## src/sphm_cfg.svh

```systemverilog
`ifndef SPHM_CFG_SVH
`define SPHM_CFG_SVH

// Register indexes; the byte address is four times the index
`define SPHM_IDX_BUF 12'h18c
`define SPHM_IDX_ADDR 12'h18d
`define SPHM_IDX_MASK 12'h18e
`define SPHM_IDX_STAT 12'h18f
`define SPHM_IDX_CON1 12'h190
`define SPHM_IDX_CON2 12'h191
`define SPHM_IDX_CON3 12'h192
`define SPHM_IDX_IRQ_STAT 12'h193
`define SPHM_IDX_IRQ_MASK 12'h194

// Reset values
`define SPHM_RST_BYTE 8'h00
`define SPHM_RST_MASK 8'hff
`define SPHM_RST_MODE 4'h0
`define SPHM_RST_RELEASE 1'b1

// Mode field encodings
`define SPHM_MODE_SPI_SEL 4'h4
`define SPHM_MODE_SPI_NOSEL 4'h5
`define SPHM_MODE_I2C_A 4'h6
`define SPHM_MODE_I2C_B 4'h7
`define SPHM_MODE_I2C_C 4'he
`define SPHM_MODE_I2C_D 4'hf

// Control one fields
`define SPHM_C1_COLLIDE 7
`define SPHM_C1_OVF 6
`define SPHM_C1_EN 5
`define SPHM_C1_RELEASE 4

// Control three fields
`define SPHM_C3_ACKTIME 7
`define SPHM_C3_STOP_IE 6
`define SPHM_C3_START_IE 5
`define SPHM_C3_OVERWRITE 4
`define SPHM_C3_ADDR_HOLD 1
`define SPHM_C3_DATA_HOLD 0

// Interrupt status and mask fields
`define SPHM_IRQ_W 6
`define SPHM_IRQ_BYTE 0
`define SPHM_IRQ_START 1
`define SPHM_IRQ_STOP 2
`define SPHM_IRQ_OVF 3
`define SPHM_IRQ_COLLIDE 4
`define SPHM_IRQ_HOLD 5

`define SPHM_BITS_PER_BYTE 4'd8
`define SPHM_LAST_SPI_BIT 4'd7

`endif

```

## src/sphm_pkg.sv

```systemverilog
package sphm_pkg;

  typedef enum logic [3:0] {
    sphm_st_idle = 4'b0001,
    sphm_st_addr = 4'b0010,
    sphm_st_data = 4'b0100,
    sphm_st_skip = 4'b1000
  } sphm_state_t;

  typedef struct packed {
    logic clk_rise;
    logic clk_fall;
    logic level;
    logic start;
    logic stop;
  } sphm_link_ev_t;

endpackage : sphm_pkg

```

## src/sphm_link.sv

```systemverilog
module sphm_link (
  input wire logic pclk,
  input wire logic presetn,
  input wire logic lclk_pin,
  input wire logic ldata_pin,
  output sphm_pkg::sphm_link_ev_t ev
);

  logic clk_s1_ff;
  logic clk_s2_ff;
  logic clk_old_ff;
  logic dat_s1_ff;
  logic dat_s2_ff;
  logic dat_old_ff;

  // Two stages per pin, then one more for edge history
  always_ff @(posedge pclk or negedge presetn) begin
    if (!presetn) begin
      clk_s1_ff <= 1'b1;
      clk_s2_ff <= 1'b1;
      clk_old_ff <= 1'b1;
      dat_s1_ff <= 1'b1;
      dat_s2_ff <= 1'b1;
      dat_old_ff <= 1'b1;
    end else begin
      clk_s1_ff <= lclk_pin;
      clk_s2_ff <= clk_s1_ff;
      clk_old_ff <= clk_s2_ff;
      dat_s1_ff <= ldata_pin;
      dat_s2_ff <= dat_s1_ff;
      dat_old_ff <= dat_s2_ff;
    end
  end

  // Data moving while the clock stays high marks start or stop
  assign ev = '{clk_rise: clk_s2_ff & ~clk_old_ff,
                clk_fall: ~clk_s2_ff & clk_old_ff,
                level: dat_s2_ff,
                start: clk_s2_ff & clk_old_ff & dat_old_ff & ~dat_s2_ff,
                stop: clk_s2_ff & clk_old_ff & ~dat_old_ff & dat_s2_ff};

endmodule : sphm_link

```

## src/sphm_top.sv

```systemverilog
// Function
// - Address hold on: clear clock release after eighth falling edge of address byte.
// - Data hold on: clear clock release after eighth falling edge of received data byte.
// - Hold enable off: clock release untouched for that byte type.
// - Modes 1111 and 0111 report start and stop regardless of enables.
// - SPI overwrite on: byte into full buffer sets overflow, newest byte stored.
// - Control one: collision 7, overflow 6, enable 5, release 4, mode 3:0.
// - SPI overwrite off: byte into full buffer sets overflow, buffer unchanged.
// - Other I2C modes (0110, 1110): stop enable raises interrupt on a detected stop.
//
// Design decision made here: the APB interface to the registers.
`include "sphm_cfg.svh"

module sphm_top #(
  parameter int AW = 16
) (
  input wire logic pclk,
  input wire logic presetn,
  input wire logic psel,
  input wire logic penable,
  input wire logic pwrite,
  input wire logic [AW-1:0] paddr,
  input wire logic [31:0] pwdata,
  output logic pready,
  output logic [31:0] prdata,
  output logic pslverr,
  input wire logic scl_in,
  output logic scl_out,
  output logic scl_oe,
  input wire logic sda_in,
  output logic sda_out,
  output logic sda_oe,
  input wire logic sck_in,
  input wire logic sdi_in,
  output logic sdo_out,
  output logic irq
);

  function automatic logic reg_hit(input logic [AW-1:0] a, input logic [11:0] idx);
    return (a[13:2] == idx) && (a[1:0] == 2'b00);
  endfunction : reg_hit

  logic wr_acc;
  logic rd_acc;
  logic rd_setup;
  logic w_buf, w_addr, w_mask, w_stat, w_con1, w_con2, w_con3, w_imask;
  logic r_buf, r_irq, hit_any;

  assign wr_acc = psel & penable & pwrite;
  assign rd_acc = psel & penable & ~pwrite;
  assign rd_setup = psel & ~penable & ~pwrite;
  assign w_buf = wr_acc & reg_hit(paddr, `SPHM_IDX_BUF);
  assign w_addr = wr_acc & reg_hit(paddr, `SPHM_IDX_ADDR);
  assign w_mask = wr_acc & reg_hit(paddr, `SPHM_IDX_MASK);
  assign w_stat = wr_acc & reg_hit(paddr, `SPHM_IDX_STAT);
  assign w_con1 = wr_acc & reg_hit(paddr, `SPHM_IDX_CON1);
  assign w_con2 = wr_acc & reg_hit(paddr, `SPHM_IDX_CON2);
  assign w_con3 = wr_acc & reg_hit(paddr, `SPHM_IDX_CON3);
  assign w_imask = wr_acc & reg_hit(paddr, `SPHM_IDX_IRQ_MASK);
  assign r_buf = rd_acc & reg_hit(paddr, `SPHM_IDX_BUF);
  assign r_irq = rd_acc & reg_hit(paddr, `SPHM_IDX_IRQ_STAT);
  assign hit_any = reg_hit(paddr, `SPHM_IDX_BUF) | reg_hit(paddr, `SPHM_IDX_ADDR)
                 | reg_hit(paddr, `SPHM_IDX_MASK) | reg_hit(paddr, `SPHM_IDX_STAT)
                 | reg_hit(paddr, `SPHM_IDX_CON1) | reg_hit(paddr, `SPHM_IDX_CON2)
                 | reg_hit(paddr, `SPHM_IDX_CON3) | reg_hit(paddr, `SPHM_IDX_IRQ_STAT)
                 | reg_hit(paddr, `SPHM_IDX_IRQ_MASK);

  logic collide_ff, ovf_ff, en_ff, release_ff;
  logic [3:0] mode_ff;
  logic [7:0] con2_ff;
  logic acktime_ff;
  logic [6:0] con3_ff;
  logic [1:0] stat_cfg_ff;
  logic dna_ff, stop_seen_ff, start_seen_ff, rw_ff, full_ff;
  logic [7:0] buf_ff, addr_ff, mask_ff, rx_ff, tx_ff, prdata_ff;
  logic [`SPHM_IRQ_W-1:0] irq_stat_ff, irq_mask_ff, irq_set;
  logic [3:0] cnt_ff;
  logic ack_ff, ack_drive_ff;
  sphm_pkg::sphm_state_t state_ff;

  logic is_spi, is_i2c, sp_auto, ovw, ahold, dhold;
  assign is_spi = en_ff & (mode_ff == `SPHM_MODE_SPI_SEL || mode_ff == `SPHM_MODE_SPI_NOSEL);
  assign is_i2c = en_ff & (mode_ff == `SPHM_MODE_I2C_A || mode_ff == `SPHM_MODE_I2C_B
                  || mode_ff == `SPHM_MODE_I2C_C || mode_ff == `SPHM_MODE_I2C_D);
  assign sp_auto = (mode_ff == `SPHM_MODE_I2C_D) || (mode_ff == `SPHM_MODE_I2C_B);
  assign ovw = con3_ff[`SPHM_C3_OVERWRITE];
  assign ahold = con3_ff[`SPHM_C3_ADDR_HOLD];
  assign dhold = con3_ff[`SPHM_C3_DATA_HOLD];

  // Pins are muxed before the synchroniser; mode changes are quasi-static
  logic lclk_mux, ldata_mux;
  sphm_pkg::sphm_link_ev_t ev;
  assign lclk_mux = is_spi ? sck_in : scl_in;
  assign ldata_mux = is_spi ? sdi_in : sda_in;

  sphm_link u_link (
    .pclk(pclk),
    .presetn(presetn),
    .lclk_pin(lclk_mux),
    .ldata_pin(ldata_mux),
    .ev(ev)
  );

  logic busy, byte_end, addr_match, spi_end, addr_take, data_take, rx_take;
  logic buf_upd, hold_hit, xfer_active, collide, tx_drive, start_ev, stop_ev;
  logic [7:0] rx_byte;

  assign busy = (state_ff == sphm_pkg::sphm_st_addr) || (state_ff == sphm_pkg::sphm_st_data);
  assign byte_end = is_i2c & busy & ev.clk_fall & (cnt_ff == `SPHM_BITS_PER_BYTE) & ~ack_ff;
  assign addr_match = ((rx_ff[7:1] ^ addr_ff[7:1]) & mask_ff[7:1]) == 7'h00;
  assign spi_end = is_spi & ev.clk_rise & (cnt_ff == `SPHM_LAST_SPI_BIT);
  assign addr_take = byte_end & (state_ff == sphm_pkg::sphm_st_addr) & addr_match;
  assign data_take = byte_end & (state_ff == sphm_pkg::sphm_st_data) & ~rw_ff;
  assign rx_take = spi_end | addr_take | data_take;
  assign rx_byte = is_spi ? {rx_ff[6:0], ev.level} : rx_ff;
  // Overwrite lets a daisy chain keep only the last byte
  assign buf_upd = rx_take & (is_spi ? (~full_ff | ovw) : (ovw | (~ovf_ff & ~full_ff)));
  assign hold_hit = (addr_take & ahold) | (data_take & dhold);
  assign xfer_active = is_spi ? (cnt_ff != 4'd0) : (busy & (cnt_ff != 4'd0) & ~ack_ff);
  assign collide = w_buf & xfer_active;
  assign tx_drive = is_i2c & (state_ff == sphm_pkg::sphm_st_data) & rw_ff & ~ack_ff;
  assign start_ev = is_i2c & ev.start & (sp_auto | con3_ff[`SPHM_C3_START_IE]);
  assign stop_ev = is_i2c & ev.stop & (sp_auto | con3_ff[`SPHM_C3_STOP_IE]);

  // Client protocol state
  always_ff @(posedge pclk or negedge presetn) begin
    if (!presetn) begin
      state_ff <= sphm_pkg::sphm_st_idle;
    end else if (!is_i2c || ev.stop) begin
      state_ff <= sphm_pkg::sphm_st_idle;
    end else if (ev.start) begin
      state_ff <= sphm_pkg::sphm_st_addr;
    end else if (byte_end && state_ff == sphm_pkg::sphm_st_addr) begin
      state_ff <= addr_match ? sphm_pkg::sphm_st_data : sphm_pkg::sphm_st_skip;
    end else if (ev.clk_rise && ack_ff && rw_ff && ev.level
                 && state_ff == sphm_pkg::sphm_st_data) begin
      // Host refused the last byte it read: stay off the bus until restart
      state_ff <= sphm_pkg::sphm_st_skip;
    end
  end

  // Bit counter, receive shifter and acknowledge slot
  always_ff @(posedge pclk or negedge presetn) begin
    if (!presetn) begin
      cnt_ff <= 4'd0;
      ack_ff <= 1'b0;
      rx_ff <= `SPHM_RST_BYTE;
    end else if ((!is_i2c && !is_spi) || (is_i2c && (ev.start || !busy))) begin
      cnt_ff <= 4'd0;
      ack_ff <= 1'b0;
    end else if (is_spi) begin
      if (ev.clk_rise) begin
        rx_ff <= {rx_ff[6:0], ev.level};
        cnt_ff <= spi_end ? 4'd0 : cnt_ff + 4'd1;
      end
    end else if (ev.clk_rise && !ack_ff && cnt_ff != `SPHM_BITS_PER_BYTE) begin
      rx_ff <= {rx_ff[6:0], ev.level};
      cnt_ff <= cnt_ff + 4'd1;
    end else if (ev.clk_fall && ack_ff) begin
      ack_ff <= 1'b0;
      cnt_ff <= 4'd0;
    end else if (byte_end) begin
      ack_ff <= 1'b1;
    end
  end

  always_ff @(posedge pclk or negedge presetn) begin
    if (!presetn) begin
      ack_drive_ff <= 1'b0;
    end else if (byte_end) begin
      ack_drive_ff <= addr_take | (data_take & buf_upd);
    end else if (!ack_ff) begin
      ack_drive_ff <= 1'b0;
    end
  end

  // Transmit shifter feeds SDO and client reads
  always_ff @(posedge pclk or negedge presetn) begin
    if (!presetn) begin
      tx_ff <= `SPHM_RST_BYTE;
    end else if (w_buf && !collide) begin
      tx_ff <= pwdata[7:0];
    end else if (ev.clk_fall && (is_spi || (tx_drive && cnt_ff != 4'd0
                 && cnt_ff != `SPHM_BITS_PER_BYTE))) begin
      tx_ff <= {tx_ff[6:0], 1'b0};
    end
  end

  // Shift buffer, full flag and overflow
  always_ff @(posedge pclk or negedge presetn) begin
    if (!presetn) begin
      buf_ff <= `SPHM_RST_BYTE;
    end else if (buf_upd) begin
      buf_ff <= rx_byte;
    end else if (w_buf && !collide) begin
      buf_ff <= pwdata[7:0];
    end
  end

  always_ff @(posedge pclk or negedge presetn) begin
    if (!presetn) begin
      full_ff <= 1'b0;
    end else if (buf_upd) begin
      full_ff <= 1'b1;
    end else if (r_buf) begin
      full_ff <= 1'b0;
    end
  end

  always_ff @(posedge pclk or negedge presetn) begin
    if (!presetn) begin
      ovf_ff <= 1'b0;
    end else if (rx_take && full_ff) begin
      ovf_ff <= 1'b1;
    end else if (w_con1 && !pwdata[`SPHM_C1_OVF]) begin
      ovf_ff <= 1'b0;
    end
  end

  always_ff @(posedge pclk or negedge presetn) begin
    if (!presetn) begin
      collide_ff <= 1'b0;
    end else if (collide) begin
      collide_ff <= 1'b1;
    end else if (w_con1 && !pwdata[`SPHM_C1_COLLIDE]) begin
      collide_ff <= 1'b0;
    end
  end

  // Hardware hold beats a same-cycle software release
  always_ff @(posedge pclk or negedge presetn) begin
    if (!presetn) begin
      release_ff <= `SPHM_RST_RELEASE;
    end else if (is_i2c && hold_hit) begin
      release_ff <= 1'b0;
    end else if (w_con1) begin
      release_ff <= pwdata[`SPHM_C1_RELEASE];
    end
  end

  always_ff @(posedge pclk or negedge presetn) begin
    if (!presetn) begin
      en_ff <= 1'b0;
      mode_ff <= `SPHM_RST_MODE;
    end else if (w_con1) begin
      en_ff <= pwdata[`SPHM_C1_EN];
      mode_ff <= pwdata[3:0];
    end
  end

  // Plain configuration storage
  always_ff @(posedge pclk or negedge presetn) begin
    if (!presetn) begin
      addr_ff <= `SPHM_RST_BYTE;
      mask_ff <= `SPHM_RST_MASK;
      con2_ff <= `SPHM_RST_BYTE;
      con3_ff <= 7'h00;
      stat_cfg_ff <= 2'b00;
      irq_mask_ff <= '0;
    end else begin
      if (w_addr) addr_ff <= pwdata[7:0];
      if (w_mask) mask_ff <= pwdata[7:0];
      if (w_con2) con2_ff <= pwdata[7:0];
      if (w_con3) con3_ff <= pwdata[6:0];
      if (w_stat) stat_cfg_ff <= pwdata[7:6];
      if (w_imask) irq_mask_ff <= pwdata[`SPHM_IRQ_W-1:0];
    end
  end

  // Bus status seen by software
  always_ff @(posedge pclk or negedge presetn) begin
    if (!presetn) begin
      acktime_ff <= 1'b0;
      dna_ff <= 1'b0;
      rw_ff <= 1'b0;
      start_seen_ff <= 1'b0;
      stop_seen_ff <= 1'b0;
    end else begin
      if (byte_end && (ahold || dhold)) begin
        acktime_ff <= 1'b1;
      end else if (ev.clk_rise && ack_ff) begin
        acktime_ff <= 1'b0;
      end
      if (addr_take) begin
        dna_ff <= 1'b0;
        rw_ff <= rx_ff[0];
      end else if (data_take) begin
        dna_ff <= 1'b1;
      end
      if (is_i2c && ev.start) begin
        start_seen_ff <= 1'b1;
        stop_seen_ff <= 1'b0;
      end else if (is_i2c && ev.stop) begin
        start_seen_ff <= 1'b0;
        stop_seen_ff <= 1'b1;
        rw_ff <= 1'b0;
      end
    end
  end

  // Sticky events; a new event in the read cycle survives the clear
  assign irq_set = {hold_hit & is_i2c, collide, rx_take & full_ff, stop_ev, start_ev, rx_take};

  always_ff @(posedge pclk or negedge presetn) begin
    if (!presetn) begin
      irq_stat_ff <= '0;
    end else begin
      irq_stat_ff <= (r_irq ? '0 : irq_stat_ff) | irq_set;
    end
  end

  // Read data is captured in the setup cycle so the access phase needs no wait
  logic [7:0] rd_byte;
  always_comb begin
    rd_byte = 8'h00;
    if (reg_hit(paddr, `SPHM_IDX_BUF)) rd_byte = buf_ff;
    if (reg_hit(paddr, `SPHM_IDX_ADDR)) rd_byte = addr_ff;
    if (reg_hit(paddr, `SPHM_IDX_MASK)) rd_byte = mask_ff;
    if (reg_hit(paddr, `SPHM_IDX_STAT)) begin
      rd_byte = {stat_cfg_ff, dna_ff, stop_seen_ff, start_seen_ff, rw_ff, 1'b0, full_ff};
    end
    if (reg_hit(paddr, `SPHM_IDX_CON1)) begin
      rd_byte = {collide_ff, ovf_ff, en_ff, release_ff, mode_ff};
    end
    if (reg_hit(paddr, `SPHM_IDX_CON2)) rd_byte = con2_ff;
    if (reg_hit(paddr, `SPHM_IDX_CON3)) rd_byte = {acktime_ff, con3_ff};
    if (reg_hit(paddr, `SPHM_IDX_IRQ_STAT)) rd_byte = {2'b00, irq_stat_ff};
    if (reg_hit(paddr, `SPHM_IDX_IRQ_MASK)) rd_byte = {2'b00, irq_mask_ff};
  end

  always_ff @(posedge pclk or negedge presetn) begin
    if (!presetn) begin
      prdata_ff <= 8'h00;
    end else if (rd_setup) begin
      prdata_ff <= rd_byte;
    end
  end

  assign prdata = {24'h000000, prdata_ff};
  assign pready = 1'b1;
  assign pslverr = psel & penable & ~hit_any;
  assign irq = |(irq_stat_ff & irq_mask_ff);
  assign scl_out = 1'b0;
  assign sda_out = 1'b0;
  assign scl_oe = is_i2c & busy & ~release_ff;
  assign sda_oe = (ack_ff & ack_drive_ff) | (tx_drive & ~tx_ff[7]);
  assign sdo_out = tx_ff[7];
endmodule : sphm_top

```

## config.mk

```make
export PLATFORM = sky130hd
export DESIGN_NAME = sphm_top
export DESIGN_NICKNAME = d
export VERILOG_FILES = /design/src/sphm_pkg.sv /design/src/sphm_link.sv /design/src/sphm_top.sv
export VERILOG_INCLUDE_DIRS = /design/src /design/src/src
export SDC_FILE = /design/constraint.sdc
export NUM_CORES = 1
export LEC_CHECK = 0
export BUFFER_PORTS_ARGS = -buffer_cell sky130_fd_sc_hd__buf_2
export CORE_MARGIN = 2
export CORE_UTILIZATION = 45
export DETAILED_ROUTE_END_ITERATION = 8
export HOLD_SLACK_MARGIN = 0.02
export PLACE_DENSITY_LB_ADDON = 0.08
export SLEW_MARGIN = 20
export SYNTH_ARGS = -nofsm -noshare
export SYNTH_HDL_FRONTEND = slang
export SYNTH_SLANG_ARGS = --single-unit
```

## constraint.sdc

```tcl
create_clock -name pclk -period 2.1 [get_ports pclk]
set_input_delay 0.105 -clock pclk [delete_from_list [all_inputs] [get_ports pclk]]
set_output_delay 0.105 -clock pclk [all_outputs]
set_load 0.05 [all_outputs]
```

======== After elaboration in Yosys (flattened, before gate mapping) ========
Cells that the tools add are included.
W data, S select, Z words.
word-level totals
  flip-flop bits (word level) ............. 107
  input bits .............................. 57
  output and inout port bits .............. 40
  word-level logic and storage cells ...... 275
operators by class
  $add $sub $neg .......................... 1
  equality and inequality tests ........... 25
  multiplexer cells ....................... 59
  bitwise logic cells ..................... 90
  reductions and logical operators ........ 68
operators by type and width
  operator               count
  $mux W8                17
  $eq A12 B9 Y1 const B  9
  $and A1 B1 Y1          55
  $mux W4                11
  $logic_and A1 B1 Y1    30
  $mux W1                30
  $eq A4 B3 Y1 const B   6
  $reduce_bool A2 Y1     10
  $or A1 B1 Y1           17
  $not A1 Y1             14
  $eq A4 B4 Y1 const B   3
  $reduce_bool A4 Y1     3
  $logic_or A1 B1 Y1     11
  $and A7 B7 Y7          1
  $logic_not A1 Y1       7
  $logic_not A7 Y1       1
  $xor A7 B7 Y7          1
  $and A6 B6 Y6          1
  $mux W6                1
  $ne A2 B1 Y1 const B   3
  $or A6 B6 Y6           1
  $reduce_and A3 Y1      2
  $reduce_or A6 Y1       1
  $add A4 B1 Y4 const B  1
  7 further kinds        7

======== Longest topological paths before layout ========
  word-level depth ........................ 17
  gate-level depth with buffers ........... 9

======== Modules after synthesis ========
A second synthesis with hierarchy kept.
second synthesis, totals
  cell total of the unflattened synthesis .. 516
  area, all modules ....................... 5,721.7 sq um
by module, submodules not included
  module     instances  cells each  area each (sq um)  seq. area each (sq um)
  sphm_top   1          505         5,524.0            2,539.9
  sphm_link  1          11          197.7              157.7

======== Worst setup path before layout ========
Ideal clock, no wire load.
  kind .................................... flip-flop to output port
  from .................................... register state_ff[1]
  to ...................................... output sda_oe
  arrival ................................. 2.041 ns
  setup slack ............................. -0.046 ns
  stages on the path, launching flop included .. 4
  buffers on the path ..................... 0
  cells stage by stage .................... dfrtp_1 > nor4b_1 > nand4_1 > o21ai_0
between the ends
  longest elaborated chain between the ends .. 6
ends and longest elaborated chain
  what                        RTL line         source
  start: declaration          sphm_top.sv:79   sphm_pkg::sphm_state_t state_ff;
  start signal: assignment    sphm_top.sv:128  state_ff <= sphm_pkg::sphm_st_idle;
  start signal: assignment    sphm_top.sv:130  state_ff <= sphm_pkg::sphm_st_idle;
  start signal: assignment    sphm_top.sv:132  state_ff <= sphm_pkg::sphm_st_addr;
  $eq A4 B3 Y1                sphm_top.sv:121  assign tx_drive = is_i2c & (state_ff == sphm_pkg::sphm_st_data) & rw_ff & ~ack_ff;
  $and A1 B1 Y1 (3 in a row)  sphm_top.sv:121
  $and A1 B1 Y1               sphm_top.sv:346  assign sda_oe = (ack_ff & ack_drive_ff) | (tx_drive & ~tx_ff[7]);
  $or A1 B1 Y1                sphm_top.sv:346
  end: declaration            sphm_top.sv:32   output logic sda_oe,
Every way passes these cells.

======== Worst setup path in the final report ========
  from .................................... register cnt_ff[0]
  to ...................................... register state_ff[3]
between the ends
  longest elaborated chain between the ends .. 7
  elaborated cells on any way between the ends .. 8
  classes of those cells .................. eq/ne (1); mux (3); bitwise (2); reduce/logical (2)
ends and longest elaborated chain
  what                             RTL line         source
  start: declaration               sphm_top.sv:77   logic [3:0] cnt_ff;
  start signal: assignment         sphm_top.sv:154  cnt_ff <= spi_end ? 4'd0 : cnt_ff + 4'd1;
  start signal: assignment         sphm_top.sv:158  cnt_ff <= cnt_ff + 4'd1;
  $eq A4 B4 Y1 (no source line) *  -
  $and A1 B1 Y1 * (2 in a row)     sphm_top.sv:109  assign byte_end = is_i2c & busy & ev.clk_fall & (cnt_ff == `SPHM_BITS_PER_BYTE) & ~ack_ff;
  $logic_and A1 B1 Y1 *            sphm_top.sv:133  end else if (byte_end && state_ff == sphm_pkg::sphm_st_addr) begin
  $mux W4                          sphm_top.sv:133
  $mux W4                          sphm_top.sv:131  end else if (ev.start) begin
  $mux W4                          sphm_top.sv:129  end else if (!is_i2c || ev.stop) begin
  end signal: assignment           sphm_top.sv:130
  end signal: assignment           sphm_top.sv:132
  end signal: assignment           sphm_top.sv:134  state_ff <= addr_match ? sphm_pkg::sphm_st_data : sphm_pkg::sphm_st_skip;
Mark *: on every way between the ends. The rest lies on a longest branch, timed or not.
A chain may end at the register's enable or synchronous reset.

==> metrics.md <==
| Metric | Value |
|---|---|
| Register area share after synthesis | `47.01%` |
| Placed insts | `764` |
| Hold Vio Cnt, Final | `0` |
| First-pass GRT wire length | `23830 µm` |
| Post-route ant nets | `0` |
| Power Total | `4.319 mW` |
| Critical path class | `flip-flop to flip-flop` |
| Area contributors post-synth | `dfrtp_1 40%, mux2_2 9.6%, dfstp_2 7.3%` |
| Finished Layout Cells | `786` |
| Grt total ovfl | `0` |
| Setup WS pre-CTS | `-26.79 ps` |
| Chip width | `116.9 µm` |
| Max Cap Viol | `0` |
| Worst hold margin | `78.27 ps` |
| Vias per inst | `5.564` |
| Clock Sinks | `107` |
| Crit start category | `flip-flop` |
| Mean Syn Cell Area | `roughly 11 µm²` |
| VDD IR-drop max | `0.4688 mV` |
| Placer Congestion | `between 0.8 and 0.9` |
| Ys flop type | `dfrtp_1` |
| Util after Layout | `a little over half` |
| Post-synth top area cell | `dfrtp_1` |
| Cells after Synth | `536` |
| Largest net degree at the start of global routing | `42` |
| Via count of the first global-routing pass | `around 4200` |
| H-tree levels | `3` |
| Dpl cell area | `6272 µm²` |
| Share of cells above drive strength 1 | `30.94%` |
| Initial drt markers | `298` |
| Pleak | `around 3.2 nW` |
| Setup TNS | `0 ps` |
| CTS Buf Count | `9` |
| FP Rows | `41` |
| Clk root buf | `clkbuf_16` |
| Routed WL | `15260 µm` |
| Worst-path clk slew | `70 ps` |
| Post-synth top area share | `39.69%` |
| I/O pin total | `between 90 and 100` |
| Register bit total from synthesis | `107` |
| Max Freq | `~0.5 GHz` |
| Final Setup Violations | `0` |
| Max-slew violation count | `0` |
| Fin crit share | `95.15%` |
| Hold Path Depth | `3` |
| Vias | `4373` |
| Worst hold-check path type | `input port to flip-flop` |
| DRC Markers | `0` |
| Initial antenna violation count | `0` |
| Post-synth ARST share | `100.0%` |
| Worst path setup slack after routing | `101.8 ps` |
| R2R cell count | `8` |
| Syn. warnings | `0` |
| TritonRoute pass-1 iters | `7` |
| Slew margin rel. | `61.09%` |
| Finished Cell Area | `between 6000 and 7000 µm²` |
| Post-DP HPWL | `11190 µm` |
| Tot GR Track Use | `between 20% and 30%` |
| Required time worst endpoint | `2340 ps` |
| Die H | `116.9 µm` |
| Tightest Pin Transition | `583.6 ps` |
| Clock Latency Late Sink | `360 ps` |
| Final layout net count | `668` |
| Tmin final | `1998 ps` |
| Yosys cell types | `66` |
| DIE AREA | `13670 µm²` |
| RSZ-0062 raised after global routing | `no` |
| Area Growth Syn to Fin | `16.57%` |
| Synthesized area | `about 5700 µm²` |
| Number of flops mapped to enable cells by yosys | `0` |
| CTS tree | `done` |
| Core box area | `12520 µm²` |
| Outcome | `finished, final reports clean` |
| P per Cell Area | `645.7 nW/µm²` |
| Clock skew | `10.18 ps` |
| Clk buf depth | `2` |
| Crit-path max FO | `6` |
| Initial Util | `45.84%` |
| Endpoint class of the critical path | `flip-flop` |
| R2r setup slk | `100 ps` |
| Antenna Cells | `0` |
| CP Data Arrival Time | `2240 ps` |
| Routed wire length per instance | `a little under 20 µm` |
| IO Port Bufs | `43` |
## routing by layer
layer  vias up  track usage (%)  part of all wire, %
li1       2041                -                    -
met1      2169            32.07                   46
met2       141            38.27                   47
met3        22            4.686                  5.2
met4         0            7.765                  1.9
met5         -                0                    0
## path summary, 6_finish.rpt
path,startpoint,endpoint
setup / recovery,cnt_ff[0],state_ff[3]
hold / removal,pwdata[7],tx_ff[7]
setup reg to reg,cnt_ff[0],state_ff[3]
hold reg to reg,u_link.clk_s1_ff,u_link.clk_s2_ff
max in group asynchronous,presetn,mask_ff[4]
min in group asynchronous,presetn,con2_ff[0]
## cell families after synthesis
group	after synthesis	share of synthesized area [%]
other	2	0.1309
buffers and inverters	62	6.149
adders and majority gates	2	0.4360
and+or+nand+nor	172	15.74
AOI/OAI and AO/OA	93	11.03
muxes	89	18.12
DFF	107	47.01
xor gates and xnor gates	9	1.374
## cell type report
class,count,area [µm²]
Tap cell,172,215.2
Clock buffer,9,225.2
Clock inverter,7,101.3
Fill cell,1155,5828
Multi-Input combinational cell,392,2811
Timing Repair Buffer,85,585.6
Inverter,14,52.55
Sequential cell,107,2698
## worst max-delay path, cell delays in order (launching register included)
cell and delay (ps):
dfrtp_1 400, inv_1 90, ha_1 170, nand3b_1 90
buf_4 170, nor4_4 280, and4_2 350, nor2_1 70
mux2_2 260
## flip-flops by register name (all words and copies together), names as in the netlist, 4 cells and up
name         flops
irq_mask_ff      6
cnt_ff           4
addr_ff          8
rx_ff            8
mask_ff          8
buf_ff           8
mode_ff          4
irq_stat_ff      6
state_ff         4
con3_ff          7
prdata_ff        8
con2_ff          8
tx_ff            8
## cell usage after synthesis (4+ instances only)
cell	instances
buf_2	9
inv_1	14
o22ai_1	7
mux2_2	49
dfstp_2	16
xor2_1	8
a2bb2oi_1	7
nand2_1	56
mux2i_1	33
buf_1	4
nor2_1	34
nand3_1	9
a221oi_1	4
or3_1	4
a21oi_1	14
nor3_1	9
nand4_1	6
mux4_2	7
o21ai_0	23
a21o_1	4
buf_4	29
clkbuf_1	6
a22oi_1	5
nand2b_1	9
a31oi_1	6
dfrtp_1	91
nor2b_1	9
## placed cells by master, fill, tap and decap left out, drive strengths merged, types with 4 or more instances in the layout
cell type / instances
a2bb2oi: 7
o21ai: 25
nor2: 37
a31oi: 6
a21oi: 15
or3: 4
buf: 79
clkbuf: 10
mux2: 49
mux4: 7
nand2b: 9
nand3: 9
nor4b: 4
dfrtp: 91
o22ai: 8
xor2: 8
inv: 15
nor2b: 9
a21o: 4
conb: 27
nor3: 10
a22oi: 5
dfstp: 16
nand4: 7
nand2: 56
a221oi: 4
dlygate4sd3: 5
mux2i: 33
## report_power, final
part           internal, mW  switching (mW)  leakage (nW)
combinational        0.0854           0.278          1.67
clock                  1.06           0.815         0.158
sequential             2.08         0.00838          1.39
## what timing repair did
item                                   in CTS  in global routing
setup endpoints to repair                   2                 16
setup buffers                               0                  1
resized for setup                           1                  6
endpoints found under the hold margin      32                  0
hold buffers                                5                  0
Power figures use the tool's default switching activity.
